`config.mk`:
```
export PLATFORM = sky130hd
export DESIGN_NAME = rrc_top
export DESIGN_NICKNAME = d
export VERILOG_FILES = /design/src/rtl/rrc_pkg.sv /design/src/rtl/rrc_frame_if.sv /design/src/rtl/rrc_frame_scan.sv /design/src/rtl/rrc_top.sv
export SDC_FILE = /design/constraint.sdc
export NUM_CORES = 2
export LEC_CHECK = 0
export BUFFER_PORTS_ARGS = -buffer_cell sky130_fd_sc_hd__buf_2
export CAP_MARGIN = 5
export CORE_MARGIN = 1
export CORE_UTILIZATION = 60
export CTS_CLUSTER_DIAMETER = 60
export CTS_CLUSTER_SIZE = 28
export DETAILED_ROUTE_END_ITERATION = 16
export PLACE_DENSITY_LB_ADDON = 0.3
export SETUP_SLACK_MARGIN = 0.4
export SLEW_MARGIN = 0
export SYNTH_ARGS = -nofsm -noshare
export SYNTH_HDL_FRONTEND = slang
export SYNTH_SLANG_ARGS = --single-unit
```
`constraint.sdc`:
```
create_clock -name CORE_CLK -period 4.5 [get_ports CORE_CLK]
set_input_delay 0.45 -clock CORE_CLK [delete_from_list [all_inputs] [get_ports CORE_CLK]]
set_output_delay 0.45 -clock CORE_CLK [all_outputs]
set_load 0.05 [all_outputs]
```
`src/rtl/rrc_pkg.sv`:
```
// rrc_pkg: constants, register map and types for the route and
// remote-command frame receiver.
// assumes: one clock domain, bytes arrive already deframed from a UART.
package rrc_pkg;
   // frame delimiter and checksum base
   localparam logic [7:0]  DELIM         = 8'h7E;
   localparam logic [7:0]  CSUM_BASE     = 8'hFF;
   // frame type of the source-route creation frame
   localparam logic [7:0]  ROUTE_TYPE    = 8'h21;
   // transmission option bits
   localparam logic [7:0]  OPT_NO_RETRY  = 8'h01;
   localparam logic [7:0]  OPT_APPLY     = 8'h02;
   localparam logic [7:0]  OPT_ENC       = 8'h20;
   localparam logic [7:0]  OPT_EXT       = 8'h40;
   // payload lost to application-layer encryption, in bytes
   localparam logic [15:0] ENC_OVERHEAD  = 16'h0004;
   // byte offsets inside a frame
   localparam logic [15:0] OFF_TYPE      = 16'h0003;
   localparam logic [15:0] OFF_D64_FIRST = 16'h0005;
   localparam logic [15:0] OFF_D64_LAST  = 16'h000C;
   localparam logic [15:0] OFF_D16_HI    = 16'h000D;
   localparam logic [15:0] OFF_D16_LO    = 16'h000E;
   localparam logic [15:0] OFF_OPT       = 16'h000F;
   localparam logic [15:0] OFF_NAME_HI   = 16'h0010;
   localparam logic [15:0] OFF_NAME_LO   = 16'h0011;
   localparam logic [15:0] OFF_PARAM     = 16'h0012;
   localparam logic [15:0] OFF_HOPCNT    = 16'h0010;
   localparam logic [15:0] OFF_HOP0      = 16'h0011;
   // retry interval, in clock cycles, normal and extended
   localparam logic [15:0] RETRY_STD_CYC = 16'h0040;
   localparam logic [15:0] RETRY_EXT_CYC = 16'h0400;
   // apb register byte addresses
   localparam logic [7:0]  REG_CTRL      = 8'h00;
   localparam logic [7:0]  REG_PAYLOAD   = 8'h04;
   localparam logic [7:0]  REG_STATUS    = 8'h08;
   localparam logic [7:0]  REG_DEST_HI   = 8'h0C;
   localparam logic [7:0]  REG_DEST_LO   = 8'h10;
   localparam logic [7:0]  REG_DEST16    = 8'h14;
   localparam logic [7:0]  REG_HOP_SEL   = 8'h18;
   localparam logic [7:0]  REG_HOP_DATA  = 8'h1C;
   // register reset values
   localparam logic [15:0] PAYLOAD_RST   = 16'h0040;
   // receive parser states
   typedef enum logic [2:0] {SC_HUNT, SC_LEN_H, SC_LEN_L, SC_BODY, SC_CSUM} rrc_scan_st_t;
endpackage : rrc_pkg

```
`src/rtl/rrc_frame_if.sv`:
```
// rrc_frame_if: body bytes and frame verdicts from the scanner.
// assumes: single clock, all signals registered by the scanner.
`timescale 1ns/1ps
interface rrc_frame_if;
   logic        b_vld;    // one body byte this cycle
   logic [7:0]  b_data;   // body byte
   logic [15:0] b_off;    // its offset in the frame
   logic        end_ok;   // checksum matched, pulse
   logic        end_bad;  // checksum wrong or frame cut, pulse
   modport scan (output b_vld, b_data, b_off, end_ok, end_bad);
   modport user (input b_vld, b_data, b_off, end_ok, end_bad);
endinterface : rrc_frame_if

```
`src/rtl/rrc_frame_scan.sv`:
```
// rrc_frame_scan: finds frames, counts length, checks the checksum.
// assumes: rx bytes come from logic on the same clock, one per strobe.
`timescale 1ns/1ps
module rrc_frame_scan
   import rrc_pkg::*;
(
   // clock and reset
   input  wire logic  clk,
   input  wire logic  rst,
   // received bytes
   input  wire logic [7:0] rx_data,
   input  wire logic  rx_valid,
   // frame stream
   rrc_frame_if.scan  fr
);
   rrc_scan_st_t st_ff;     // parser state
   logic [15:0]  len_ff;    // remaining body bytes
   logic [15:0]  off_ff;    // offset of the next byte
   logic [7:0]   sum_ff;    // running body sum
   logic         delim;     // delimiter seen now
   logic         good;      // checksum byte matches

   assign delim = rx_valid && (rx_data == DELIM);
   assign good  = (rx_data == (CSUM_BASE - sum_ff));

   ////////////////////////////////////////////////////////////////////////
   // state: a delimiter always restarts, even in mid-frame
   always_ff @(posedge clk)
   begin
      if (rst)
         st_ff <= SC_HUNT;
      else if (delim)
         st_ff <= SC_LEN_H;
      else if (rx_valid)
      begin
         case (st_ff)
            SC_LEN_H: st_ff <= SC_LEN_L;
            SC_LEN_L: st_ff <= ({len_ff[7:0], rx_data} == 16'h0000) ? SC_CSUM : SC_BODY;
            SC_BODY:  st_ff <= (len_ff == 16'h0001) ? SC_CSUM : SC_BODY;
            default:  st_ff <= SC_HUNT;                       // csum done or hunting
         endcase
      end
   end

   // length count, high byte first, then down-count of body bytes
   always_ff @(posedge clk)
   begin
      if (rst)
         len_ff <= 16'h0000;
      else if (rx_valid && !delim)
      begin
         case (st_ff)
            SC_LEN_H: len_ff <= {8'h00, rx_data};
            SC_LEN_L: len_ff <= {len_ff[7:0], rx_data};
            SC_BODY:  len_ff <= len_ff - 16'h0001;
            default:  len_ff <= len_ff;
         endcase
      end
   end

   // offset and sum; the sum covers body bytes only, from the type on
   always_ff @(posedge clk)
   begin
      if (rst)
      begin
         off_ff <= 16'h0000;
         sum_ff <= 8'h00;
      end
      else if (delim)
      begin
         off_ff <= 16'h0001;
         sum_ff <= 8'h00;
      end
      else if (rx_valid)
      begin
         off_ff <= off_ff + 16'h0001;
         if (st_ff == SC_BODY)
            sum_ff <= sum_ff + rx_data;
      end
   end

   // registered outputs; a cut frame counts as bad
   always_ff @(posedge clk)
   begin
      if (rst)
      begin
         fr.b_vld   <= 1'b0;
         fr.b_data  <= 8'h00;
         fr.b_off   <= 16'h0000;
         fr.end_ok  <= 1'b0;
         fr.end_bad <= 1'b0;
      end
      else
      begin
         fr.b_vld   <= rx_valid && !delim && (st_ff == SC_BODY);
         fr.b_data  <= rx_data;
         fr.b_off   <= off_ff;
         fr.end_ok  <= rx_valid && !delim && (st_ff == SC_CSUM) && good;
         fr.end_bad <= (rx_valid && !delim && (st_ff == SC_CSUM) && !good)
                       || (delim && (st_ff != SC_HUNT));
      end
   end
endmodule : rrc_frame_scan

```
`src/rtl/rrc_top.sv`:
```
// rrc_top: receives source-route and remote-command frames, keeps the
// route, and presents decoded commands; apb slave for control/status.
// assumes: bytes from a same-clock uart, apb master on CORE_CLK.
//
// Added by the designer: the APB register port and the address map.
`timescale 1ns/1ps
module rrc_top
   import rrc_pkg::*;
#(
   parameter int          MAX_HOPS    = 16,       // route entries kept
   parameter int          PARAM_BYTES = 4,        // parameter bytes kept
   parameter logic [7:0]  REMOTE_TYPE = 8'h00,    // remote command frame type
   parameter logic [15:0] COMMIT_NAME = 16'h4143  // name of the commit command
)
(
   // clock and reset
   input  wire logic        CORE_CLK,
   input  wire logic        RST,
   // uart byte stream
   input  wire logic [7:0]  RX_DATA,
   input  wire logic        RX_VALID,
   // apb slave
   input  wire logic        PSEL,
   input  wire logic        PENABLE,
   input  wire logic        PWRITE,
   input  wire logic [7:0]  PADDR,
   input  wire logic [31:0] PWDATA,
   output logic [31:0]      PRDATA,
   output logic             PREADY,
   output logic             PSLVERR,
   // decoded remote command
   output logic             CMD_VALID,
   output logic [15:0]      CMD_NAME,
   output logic             CMD_IS_WRITE,
   output logic [8*PARAM_BYTES-1:0] CMD_PARAM,
   output logic             CMD_NO_RETRY,
   output logic             CMD_ENC,
   output logic [15:0]      CMD_RETRY_CYC,
   output logic [15:0]      CMD_USABLE_PAYLOAD,
   // settings taking effect
   output logic             APPLY_STROBE,
   output logic [15:0]      APPLY_NAME,
   output logic [8*PARAM_BYTES-1:0] APPLY_PARAM,
   // stored route
   output logic             ROUTE_VALID
);
   localparam int HW = $clog2(MAX_HOPS);
   localparam int PW = 8 * PARAM_BYTES;

   rrc_frame_if fr ();
   rrc_frame_scan u_scan (
      .clk      (CORE_CLK),
      .rst      (RST),
      .rx_data  (RX_DATA),
      .rx_valid (RX_VALID),
      .fr       (fr.scan)
   );

   ////////////////////////////////////////////////////////////////////////
   // shadow fields of the frame in flight; used only on a good end
   logic [7:0]  type_ff;        // frame type
   logic [7:0]  sh_opt_ff;      // option byte
   logic [15:0] sh_name_ff;     // command name
   logic [PW-1:0] sh_param_ff;  // parameter bytes, last in low bits
   logic [7:0]  sh_pcnt_ff;     // parameter byte count
   logic [63:0] sh_d64_ff;      // 64-bit destination
   logic [15:0] sh_d16_ff;      // 16-bit destination
   logic [7:0]  sh_hops_ff;     // hop count
   logic        hop_err_ff;     // more hops than storage
   logic [15:0] hop_rel;        // offset past the first hop byte
   logic [15:0] hop_mem [2*MAX_HOPS];  // two banks, one live
   logic        bank_ff;        // live bank
   logic [63:0] dest64_ff;      // stored destination
   logic [15:0] dest16_ff;      // stored network address
   logic [7:0]  hop_cnt_ff;     // stored hop count
   logic        is_route;
   logic        is_cmd;
   logic [7:0]  opt_for_cmd;    // option byte seen at end

   assign hop_rel  = fr.b_off - OFF_HOP0;
   assign is_route = (type_ff == ROUTE_TYPE);
   assign is_cmd   = (type_ff == REMOTE_TYPE);
   assign opt_for_cmd = sh_opt_ff;

   // capture fields by offset; end of frame, good or bad, clears counts
   always_ff @(posedge CORE_CLK)
   begin
      if (RST || fr.end_ok || fr.end_bad)
      begin
         type_ff    <= 8'h00;
         sh_pcnt_ff <= 8'h00;
         hop_err_ff <= 1'b0;
         sh_opt_ff  <= 8'h00;
         sh_name_ff <= 16'h0000;
         sh_param_ff <= '0;
         sh_d64_ff  <= 64'h0;
         sh_d16_ff  <= 16'h0000;
         sh_hops_ff <= 8'h00;
      end
      else if (fr.b_vld)
      begin
         if (fr.b_off == OFF_TYPE)
            type_ff <= fr.b_data;
         if (fr.b_off >= OFF_D64_FIRST && fr.b_off <= OFF_D64_LAST)
            sh_d64_ff <= {sh_d64_ff[55:0], fr.b_data};
         if (fr.b_off == OFF_D16_HI)
            sh_d16_ff[15:8] <= fr.b_data;
         if (fr.b_off == OFF_D16_LO)
            sh_d16_ff[7:0] <= fr.b_data;
         if (fr.b_off == OFF_OPT)
            sh_opt_ff <= fr.b_data;
         if (fr.b_off == OFF_NAME_HI)
            sh_name_ff[15:8] <= fr.b_data;
         if (fr.b_off == OFF_NAME_LO)
            sh_name_ff[7:0] <= fr.b_data;
         if (fr.b_off == OFF_HOPCNT)
            sh_hops_ff <= fr.b_data;
         if (is_cmd && fr.b_off >= OFF_PARAM)
         begin
            sh_param_ff <= {sh_param_ff[PW-9:0], fr.b_data};
            sh_pcnt_ff  <= sh_pcnt_ff + 8'h01;
         end
         if (is_route && fr.b_off >= OFF_HOP0 && hop_rel[15:1] >= 15'(MAX_HOPS))
            hop_err_ff <= 1'b1;
      end
   end

   // hop list goes to the idle bank; entry 0 is next to the destination
   always_ff @(posedge CORE_CLK)
   begin
      if (fr.b_vld && is_route && fr.b_off >= OFF_HOP0
          && hop_rel[15:1] < 15'(MAX_HOPS))
      begin
         if (!hop_rel[0])
            hop_mem[{~bank_ff, hop_rel[HW:1]}][15:8] <= fr.b_data;
         else
            hop_mem[{~bank_ff, hop_rel[HW:1]}][7:0] <= fr.b_data;
      end
   end

   // commit a route only on a good checksum and sane hop count
   always_ff @(posedge CORE_CLK)
   begin
      if (RST)
      begin
         bank_ff     <= 1'b0;
         ROUTE_VALID <= 1'b0;
         dest64_ff   <= 64'h0;
         dest16_ff   <= 16'h0000;
         hop_cnt_ff  <= 8'h00;
      end
      else if (fr.end_ok && is_route && !hop_err_ff
               && sh_hops_ff <= 8'(MAX_HOPS))
      begin
         bank_ff     <= ~bank_ff;
         ROUTE_VALID <= 1'b1;
         dest64_ff   <= sh_d64_ff;
         dest16_ff   <= sh_d16_ff;
         hop_cnt_ff  <= sh_hops_ff;
      end
   end

   ////////////////////////////////////////////////////////////////////////
   // control registers written by software
   logic        enc_en_ff;      // encryption_enable_setting
   logic [15:0] max_pay_ff;     // max_payload_size_report
   logic [HW-1:0] hop_sel_ff;   // hop entry shown on read
   logic        acc_wr;

   assign acc_wr = PSEL && PENABLE && PWRITE;

   always_ff @(posedge CORE_CLK)
   begin
      if (RST)
      begin
         enc_en_ff  <= 1'b0;
         max_pay_ff <= PAYLOAD_RST;
         hop_sel_ff <= '0;
      end
      else if (acc_wr)
      begin
         case (PADDR)
            REG_CTRL:    enc_en_ff  <= PWDATA[0];
            REG_PAYLOAD: max_pay_ff <= PWDATA[15:0];
            REG_HOP_SEL: hop_sel_ff <= PWDATA[HW-1:0];
            default:     enc_en_ff  <= enc_en_ff;              // read-only or unmapped
         endcase
      end
   end

   // decoded command; set only by a good frame
   always_ff @(posedge CORE_CLK)
   begin
      if (RST)
      begin
         CMD_VALID          <= 1'b0;
         CMD_NAME           <= 16'h0000;
         CMD_IS_WRITE       <= 1'b0;
         CMD_PARAM          <= '0;
         CMD_NO_RETRY       <= 1'b0;
         CMD_ENC            <= 1'b0;
         CMD_RETRY_CYC      <= RETRY_STD_CYC;
         CMD_USABLE_PAYLOAD <= PAYLOAD_RST;
      end
      else
      begin
         CMD_VALID <= fr.end_ok && is_cmd;
         if (fr.end_ok && is_cmd)
         begin
            CMD_NAME     <= sh_name_ff;
            CMD_IS_WRITE <= (sh_pcnt_ff != 8'h00);
            CMD_PARAM    <= sh_param_ff;
            CMD_NO_RETRY <= |(opt_for_cmd & OPT_NO_RETRY);
            // encryption honoured only when enabled; it costs payload
            CMD_ENC <= |(opt_for_cmd & OPT_ENC) && enc_en_ff;
            CMD_USABLE_PAYLOAD <= (|(opt_for_cmd & OPT_ENC) && enc_en_ff)
                                  ? max_pay_ff - ENC_OVERHEAD : max_pay_ff;
            CMD_RETRY_CYC <= |(opt_for_cmd & OPT_EXT) ? RETRY_EXT_CYC
                                                       : RETRY_STD_CYC;
         end
      end
   end

   // pending settings: immediate with apply, else wait for commit
   logic          pend_ff;      // a setting waits
   logic [15:0]   pend_name_ff;
   logic [PW-1:0] pend_param_ff;
   logic          cmd_end;
   logic          cmd_wr;

   assign cmd_end = fr.end_ok && is_cmd;
   assign cmd_wr  = cmd_end && (sh_pcnt_ff != 8'h00) && (sh_name_ff != COMMIT_NAME);

   always_ff @(posedge CORE_CLK)
   begin
      if (RST)
      begin
         pend_ff       <= 1'b0;
         pend_name_ff  <= 16'h0000;
         pend_param_ff <= '0;
         APPLY_STROBE  <= 1'b0;
         APPLY_NAME    <= 16'h0000;
         APPLY_PARAM   <= '0;
      end
      else
      begin
         APPLY_STROBE <= 1'b0;
         if (cmd_wr && |(opt_for_cmd & OPT_APPLY))
         begin
            APPLY_STROBE <= 1'b1;
            APPLY_NAME   <= sh_name_ff;
            APPLY_PARAM  <= sh_param_ff;
         end
         else if (cmd_wr)
         begin
            pend_ff       <= 1'b1;
            pend_name_ff  <= sh_name_ff;
            pend_param_ff <= sh_param_ff;
         end
         else if (cmd_end && sh_name_ff == COMMIT_NAME && pend_ff)
         begin
            pend_ff      <= 1'b0;
            APPLY_STROBE <= 1'b1;
            APPLY_NAME   <= pend_name_ff;
            APPLY_PARAM  <= pend_param_ff;
         end
      end
   end

   ////////////////////////////////////////////////////////////////////////
   // apb read: data latched in setup, shown in the zero-wait access
   logic [31:0] nxt_rdata;
   logic        nxt_err;

   always_comb
   begin
      nxt_err = 1'b0;
      case (PADDR)
         REG_CTRL:     nxt_rdata = {31'h0, enc_en_ff};
         REG_PAYLOAD:  nxt_rdata = {16'h0, max_pay_ff};
         REG_STATUS:   nxt_rdata = {16'h0, hop_cnt_ff, 6'h0, pend_ff, ROUTE_VALID};
         REG_DEST_HI:  nxt_rdata = dest64_ff[63:32];
         REG_DEST_LO:  nxt_rdata = dest64_ff[31:0];
         REG_DEST16:   nxt_rdata = {16'h0, dest16_ff};
         REG_HOP_SEL:  nxt_rdata = 32'(hop_sel_ff);
         REG_HOP_DATA: nxt_rdata = {16'h0, hop_mem[{bank_ff, hop_sel_ff}]};
         default:
         begin
            nxt_rdata = 32'h0;
            nxt_err   = 1'b1;                                  // unmapped
         end
      endcase
   end

   always_ff @(posedge CORE_CLK)
   begin
      if (RST)
      begin
         PRDATA  <= 32'h0;
         PSLVERR <= 1'b0;
      end
      else if (PSEL && !PENABLE)
      begin
         PRDATA  <= PWRITE ? 32'h0 : nxt_rdata;
         PSLVERR <= nxt_err;
      end
   end

   assign PREADY = 1'b1;
endmodule : rrc_top

```
Word-level counts from Yosys, hierarchy flattened
Memories as Yosys holds them, arrays and structs flattened. Cells that the tools add are included.

Add/subtract/negate cells: 7. Magnitude comparators: 7. Equal/unequal tests: 24. Muxes and demuxes: 30. Bitwise operators: 2. Reductions and logical operators: 62.

Operators with widths (number): case mux 32 bit (8 select lines) (1); 2-to-1 mux 32 bit (4); 2-to-1 mux 16 bit (4); equality test 16 x 4 -> 1 bit, second input constant (3); case mux 16 bit (3 select lines) (1); AND reduction 2 bit (17); equality test 16 x 5 -> 1 bit, second input constant (2); equality test 8 x 5 -> 1 bit, second input constant (4); >= comparator 16 x 5 -> 1 bit, second input constant (2); logical AND 1 bit (27); adder 16 x 1 -> 16 bit, second input constant (1); equality test 16 x 1 -> 1 bit, second input constant (1); equality test 16 x 15 -> 1 bit, second input constant (1); equality test 16 x 2 -> 1 bit, second input constant (1); equality test 8 x 4 -> 1 bit, second input constant (2); >= comparator 16 x 3 -> 1 bit, second input constant (1); <= comparator 16 x 4 -> 1 bit, second input constant (1); zero test 16 bit (1); zero test 8 bit (2); 2-to-1 mux 1 bit (16); != test 16 x 15 -> 1 bit, second input constant (1); subtractor 16 x 1 -> 16 bit, second input constant (1); subtractor 16 x 3 -> 16 bit, second input constant (1); subtractor 16 x 5 -> 16 bit, second input constant (1); other kinds (25) (36).

Register bits after elaboration: 548. Memory bits (writable): 512. Input bits: 54. Output and inout bits: 168. Logic and storage cells: 178. Memories kept: 1.

Memories: hop_mem (depth 32, width 16, rd ports 1, clocked after memory_dff 0, write ports 1, line rrc_top.sv:71) `logic [15:0] hop_mem [2*MAX_HOPS];`.

Longest topological paths before layout
Depth in word-level cells: 7. Mapped depth: 11. Depth with buffers taken out: 9.

Hierarchy
A second synthesis with hierarchy kept.

Cell total of the unflattened synthesis: 3484. Area, all modules: 41743.8 µm².

By module, submodules not included: rrc_top (times used 1, cells each 3110, area an instance 38456.9 µm², seq. area each 24603.6 µm²); rrc_frame_scan (times used 1, cells each 374, area an instance 3286.9 µm², seq. area each 1401.3 µm²).

Least setup slack after synthesis
No wires, ideal clock.

Kind: register to register. Start: register u_scan.fr.b_off[0]. End: memory hop_mem[18][0] (enable). Setup time: 383 ps. Arrival time: 3192 ps. Required time: 4117 ps. Path slack: 924 ps. Stages on the path, launching flop included: 10. Buffers on the path: 1. Period minus slack after synthesis: 3576 ps. Cells stage by stage: dfxtp_1 inv_1 ha_1 nor3b_2 or4_1 a31o_2 a2111oi_2 nand3_1 clkbuf_1 nor3_1.

Longest elaborated chain between the ends: 5. Elaborated cells on any way between the ends: 8. Those cells by class: add/sub (1); order compare (2); mux (3); reduce/logical (2).

RTL lines: start: declaration (line rrc_frame_if.sv:10) `modport scan (output b_vld, b_data, b_off, end_ok, end_bad);`; start signal: assignment (line rrc_frame_scan.sv:89) `fr.b_off <= 16'h0000;`; start signal: assignment (line rrc_frame_scan.sv:97) `fr.b_off <= off_ff;`; subtractor 16 x 5 -> 16 bit / >= comparator 16 x 5 -> 1 bit (equally long branches) (line rrc_top.sv:80, rrc_top.sv:131); < comparator 15 x 5 -> 1 bit / logical AND 1 bit (equally long branches) (line rrc_top.sv:132, rrc_top.sv:131); logical AND 1 bit (line rrc_top.sv:132) `&& hop_rel[15:1] < 15'(MAX_HOPS))`; 2-to-1 mux 1 bit (line rrc_top.sv:131) `if (fr.b_vld && is_route && fr.b_off >= OFF_HOP0`; 2-to-1 mux 1 bit (not written as such) (line rrc_top.sv:137) `hop_mem[{~bank_ff, hop_rel[HW:1]}][7:0] <= fr.b_data;`; end: declaration (line rrc_top.sv:71).

Parallel ways exist; a longest one is shown, timed or not.

Final worst setup path
Start: register u_scan.fr.b_off[0]. End: memory hop_mem[10][6] (enable).

The elaborated chain is that of the path after synthesis.

==> summary.txt <==
RUN STATUS
------------------------------------------------------------------------------------------------------
Outcome                                                                                   finished, final reports clean

GLOBAL ROUTE
------------------------------------------------------------------------------------------------------
Via count of the first global-routing pass                                                       26540
Initial antenna violation count                                                                      2
Total routing resource utilization after global routing                                         29.01%
Pin count of the biggest net entering global routing                                               129
First-pass GRT wire length                                                                   155000 um
Aggregate global routing overflow                                                                    0

YOSYS
------------------------------------------------------------------------------------------------------
Post-Synth XOR/XNOR Area                                                                       0.9675%
Sequential fraction of the synthesis area                                                       63.84%
Synth unique cells                                                                                  69
Ranking of synthesized cells by area                                                      sky130_fd_sc_hd__edfxtp_1 38%, sky130_fd_sc_hd__dfxtp_1 26%, sky130_fd_sc_hd__mux4_2 6.2%
Synthesis-stage register bit count                                                                1043
Post-Synth Adder-Cell Area                                                                     0.5713%
Number of flops mapped to enable cells by yosys                                                    512
Portion of synthesized cell area occupied by the leading cell type                              37.74%
Post-synth top flop                                                                       sky130_fd_sc_hd__dfxtp_1
Number of instances in the synthesized netlist                                                    3432
Most frequently used cell type in the post-synthesis netlist                              sky130_fd_sc_hd__nand2_1
Cell type contributing the most total cell area after synthesis                           sky130_fd_sc_hd__edfxtp_1
Total number of yosys warnings                                                                       0
Multiplexer share of the synthesized area                                                       8.763%
Post-synthesis async set-or-reset flop share                                                        0%
Simple logic cell fraction of the synthesized area                                              12.45%
Combinational family with the most area after synthesis                                   simple AND/OR/NAND/NOR gates
Synth cell count leaders                                                                  590 x sky130_fd_sc_hd__nand2_1, 531 x sky130_fd_sc_hd__dfxtp_1, 512 x sky130_fd_sc_hd__edfxtp_1
Area fraction in compound gates after synthesis                                                 10.57%
Netlist area before placement                                                              0.04074 mm2
Syn_area_per_cell                                                                            11.87 um2

POWER
------------------------------------------------------------------------------------------------------
Sw Pwr                                                                                      0.003853 W
Maximum vdd drop                                                                              580.7 uV
Share of power burned in the clock network                                                       38.2%
Sequential share of power                                                                        59.2%
Combinational cell fraction of total power                                                        2.5%
Power density relative to cell area                                                       375.9 mW/mm2
Total power after layout                                                                     0.01688 W
Switching share of total power                                                                  22.82%
Internal Power                                                                               0.01303 W
Static leakage                                                                                14.60 nW

SETUP PATH
------------------------------------------------------------------------------------------------------
Worst path required time                                                                       4880 ps
Startpoint of the worst-slack reg-to-reg timing path                                      u_scan.fr.b_off[0]
Endpoint of the most critical setup path                                                  hop_mem[10][6]
Crit start category                                                                           register
Type of element capturing the critical path                                                   register
Endpoint arrival time on the critical path                                                     4390 ps
Startpoint of the worst setup timing path                                                 u_scan.fr.b_off[0]
Cells on worst reg2reg path                                                                         10
Highest fanout seen on the critical path                                                            32
Endpoint of the worst-slack reg-to-reg timing path                                        hop_mem[10][6]
Flop2flop setup slack                                                                           490 ps
Worst setup path category                                                                 register to register

ROUTE
------------------------------------------------------------------------------------------------------
Count of vias placed by the detailed router                                                      28100
Ratio of routed vias to standard cells                                                           6.297
Sum of routed wire length over all layers                                                    101600 um
Router iterations before antenna repair                                                              6
Per-cell routed wire length                                                                   22.76 um
Number of remaining DRC errors                                                                       0
Post-DRT Antenna Nets                                                                                0
Number of DRC markers after the initial detailed-route iteration                                  3473

FINAL LAYOUT
------------------------------------------------------------------------------------------------------
Number of nets in the layout                                                                      3611
Fraction of layout instances using a drive strength above 1                                     15.74%
Final-layout fill cell count                                                                      4809
Area of all placed cells without fillers                                                   0.04491 mm2
Layout overhead on the synthesized area                                                         10.25%

TIMING
------------------------------------------------------------------------------------------------------
Max-slew headroom at the worst pin                                                              21.84%
Clock Skew                                                                                    32.96 ps
Setup total negative slack                                                                        0 ps
Final critical path time including I/O delays and setup                                        4015 ps
Pins Over Slew Limit                                                                                 0
Max frequency                                                                               0.2491 GHz
Number of failing hold endpoints at the final stage                                                  0
Fraction of the cycle the final worst path needs                                                89.21%
Unrepaired setup endpoints after global routing                                                    yes
Tightest Pin Transition                                                                        1172 ps
# setup viols final                                                                                  0
Hold slack final                                                                              105.5 ps

FLOORPLAN
------------------------------------------------------------------------------------------------------
Height of the die                                                                             262.6 um
Horiz. Die Dim                                                                                262.6 um
Die ar.                                                                                    0.06894 mm2
I/O pins                                                                                           222
Starting Density                                                                                60.66%
Cell row count                                                                                      95
Core region area                                                                           0.06716 mm2

CLOCK NETWORK
------------------------------------------------------------------------------------------------------
Cell at the root of the clock tree                                                        sky130_fd_sc_hd__clkbuf_16
CTS tree                                                                                         built
Post-CTS setup buffers                                                                               0
Insertion delay to the later sink of the worst-skew pair                                        670 ps
Clock transition at the register clock pins on the worst setup and hold paths after CTS         100 ps
Total number of H-tree levels                                                                        2
Number of buffers added by the clock tree synthesis step                                            58
Number of clock sinks                                                                             1043
CTS hold repair buffers                                                                              0
Worst-case clock buffer depth                                                                        3

WORST HOLD PATH
------------------------------------------------------------------------------------------------------
Path class of the lowest-slack min-delay path                                             input pin to register

PLACED DESIGN
------------------------------------------------------------------------------------------------------
Count of port buffers added during placement                                                       190
Cell area reported after detailed placement                                                0.04263 mm2
Routability congestion estimate                                                                 0.9441
Post-DP HPWL                                                                                  66310 um

JOB
------------------------------------------------------------------------------------------------------
MaxCap Viol Count                                                                                    0

==> flip-flops by register name, summed over array words and instances, names as in the netlist, 16 cells and up <==
signal,count
hop_mem,512
dest64_ff,64
sh_d64_ff,64
APPLY_PARAM,32
CMD_PARAM,32
PRDATA,32
pend_param_ff,32
sh_param_ff,32
APPLY_NAME,16
CMD_NAME,16
CMD_USABLE_PAYLOAD,16
dest16_ff,16
max_pay_ff,16
pend_name_ff,16
sh_d16_ff,16
sh_name_ff,16
u_scan.fr.b_off,16
u_scan.len_ff,16
u_scan.off_ff,16
==> per-stage QoR <==
stage	util, %	setup slack, ps	cells
4_1_cts	66.80	460.9	4462
3_5_place_dp	63.48	506.1	4352
3_3_place_gp	63.48	595.2	4352
6_report	66.87	485.3	4463
5_1_grt	66.87	271.8	4462
2_1_floorplan	-	924.4	3445
==> timing repair <==
action                                 4_1_cts  5_1_grt
setup endpoints to repair                    0      112
resized for setup                            0       12
endpoints found under the hold margin        0        0
==> per-layer routing <==
layer	track usage [%]	vias to the layer above	part of all wire, %
met1	39.85	13690	40
met3	6.194	214	9.9
met5	0	-	0.023
met4	10.19	4	3.3
met2	45.96	1458	47
li1	-	12740	-
==> power groups by stage <==
stage,Sequential [W],Combinational [W],Clock (W)
2_1_floorplan,0.0102,0.000263,0
3_3_place_gp,0.0102,0.000401,0
3_5_place_dp,0.0102,0.000415,0
4_1_cts,0.0100,0.000417,0.00654
5_1_grt,0.0100,0.000455,0.00689
6_report,0.0100,0.000426,0.00646
==> worst min-delay path by stage <==
stage,startpoint,to,slack [ps],cells past startpoint
after floorplan,dest16_ff[0],dest16_ff[0],430,2
after global placement,APPLY_NAME[3],APPLY_NAME[3],430,1
after detailed placement,APPLY_NAME[9],APPLY_NAME[9],430,1
after CTS,PWDATA[8],max_pay_ff[8],60,3
after global routing,PWDATA[12],max_pay_ff[12],80,3
final,RX_DATA[4],u_scan.fr.b_data[4],110,2
==> area by class of cell <==
type / instances / area (um2) / area share (%)
flip-flops and latches: 1043 / 26030 / 57.96
multi-input cells: 2126 / 13750 / 30.61
repair buffers: 287 / 1727 / 3.845
clock buffers: 68 / 1595 / 3.552
well taps: 873 / 1092 / 2.432
clock inverters: 42 / 634.4 / 1.412
inverters: 23 / 86.33 / 0.1922
diodes: 1 / 2.502 / 0.005572
==> placed cells by master (no fill, tap or decap), drive strengths merged, types with 68 or more instances in the layout <==
master / instances
a21oi: 285
buf: 287
clkbuf: 68
dfxtp: 531
edfxtp: 512
mux2i: 90
mux4: 112
nand2: 590
nand3: 134
nor2: 173
nor3: 83
o21ai: 118
==> critical path, stage by stage, from the launching register on <==
cell and delay (ps):
sky130_fd_sc_hd__dfxtp_1 500, sky130_fd_sc_hd__inv_1 140, sky130_fd_sc_hd__ha_1 300, sky130_fd_sc_hd__nor3b_2 240, sky130_fd_sc_hd__or4_1 500, sky130_fd_sc_hd__a31o_2 270
sky130_fd_sc_hd__a2111oi_2 520, sky130_fd_sc_hd__nand3_1 130, sky130_fd_sc_hd__buf_4 310, sky130_fd_sc_hd__nor3_1 510, sky130_fd_sc_hd__buf_4 240
==> kinds of logic after synthesis <==
kind of cell,Yosys count
multiplexers,215
flip-flops,1043
other,2
AND/OR/NAND/NOR,1146
adder cells (fa/ha/maj),18
buffers and inverters,276
AO/OA/AOI/OAI,687
XOR/XNOR,45
No activity file was read; power rests on OpenSTA's default activity.
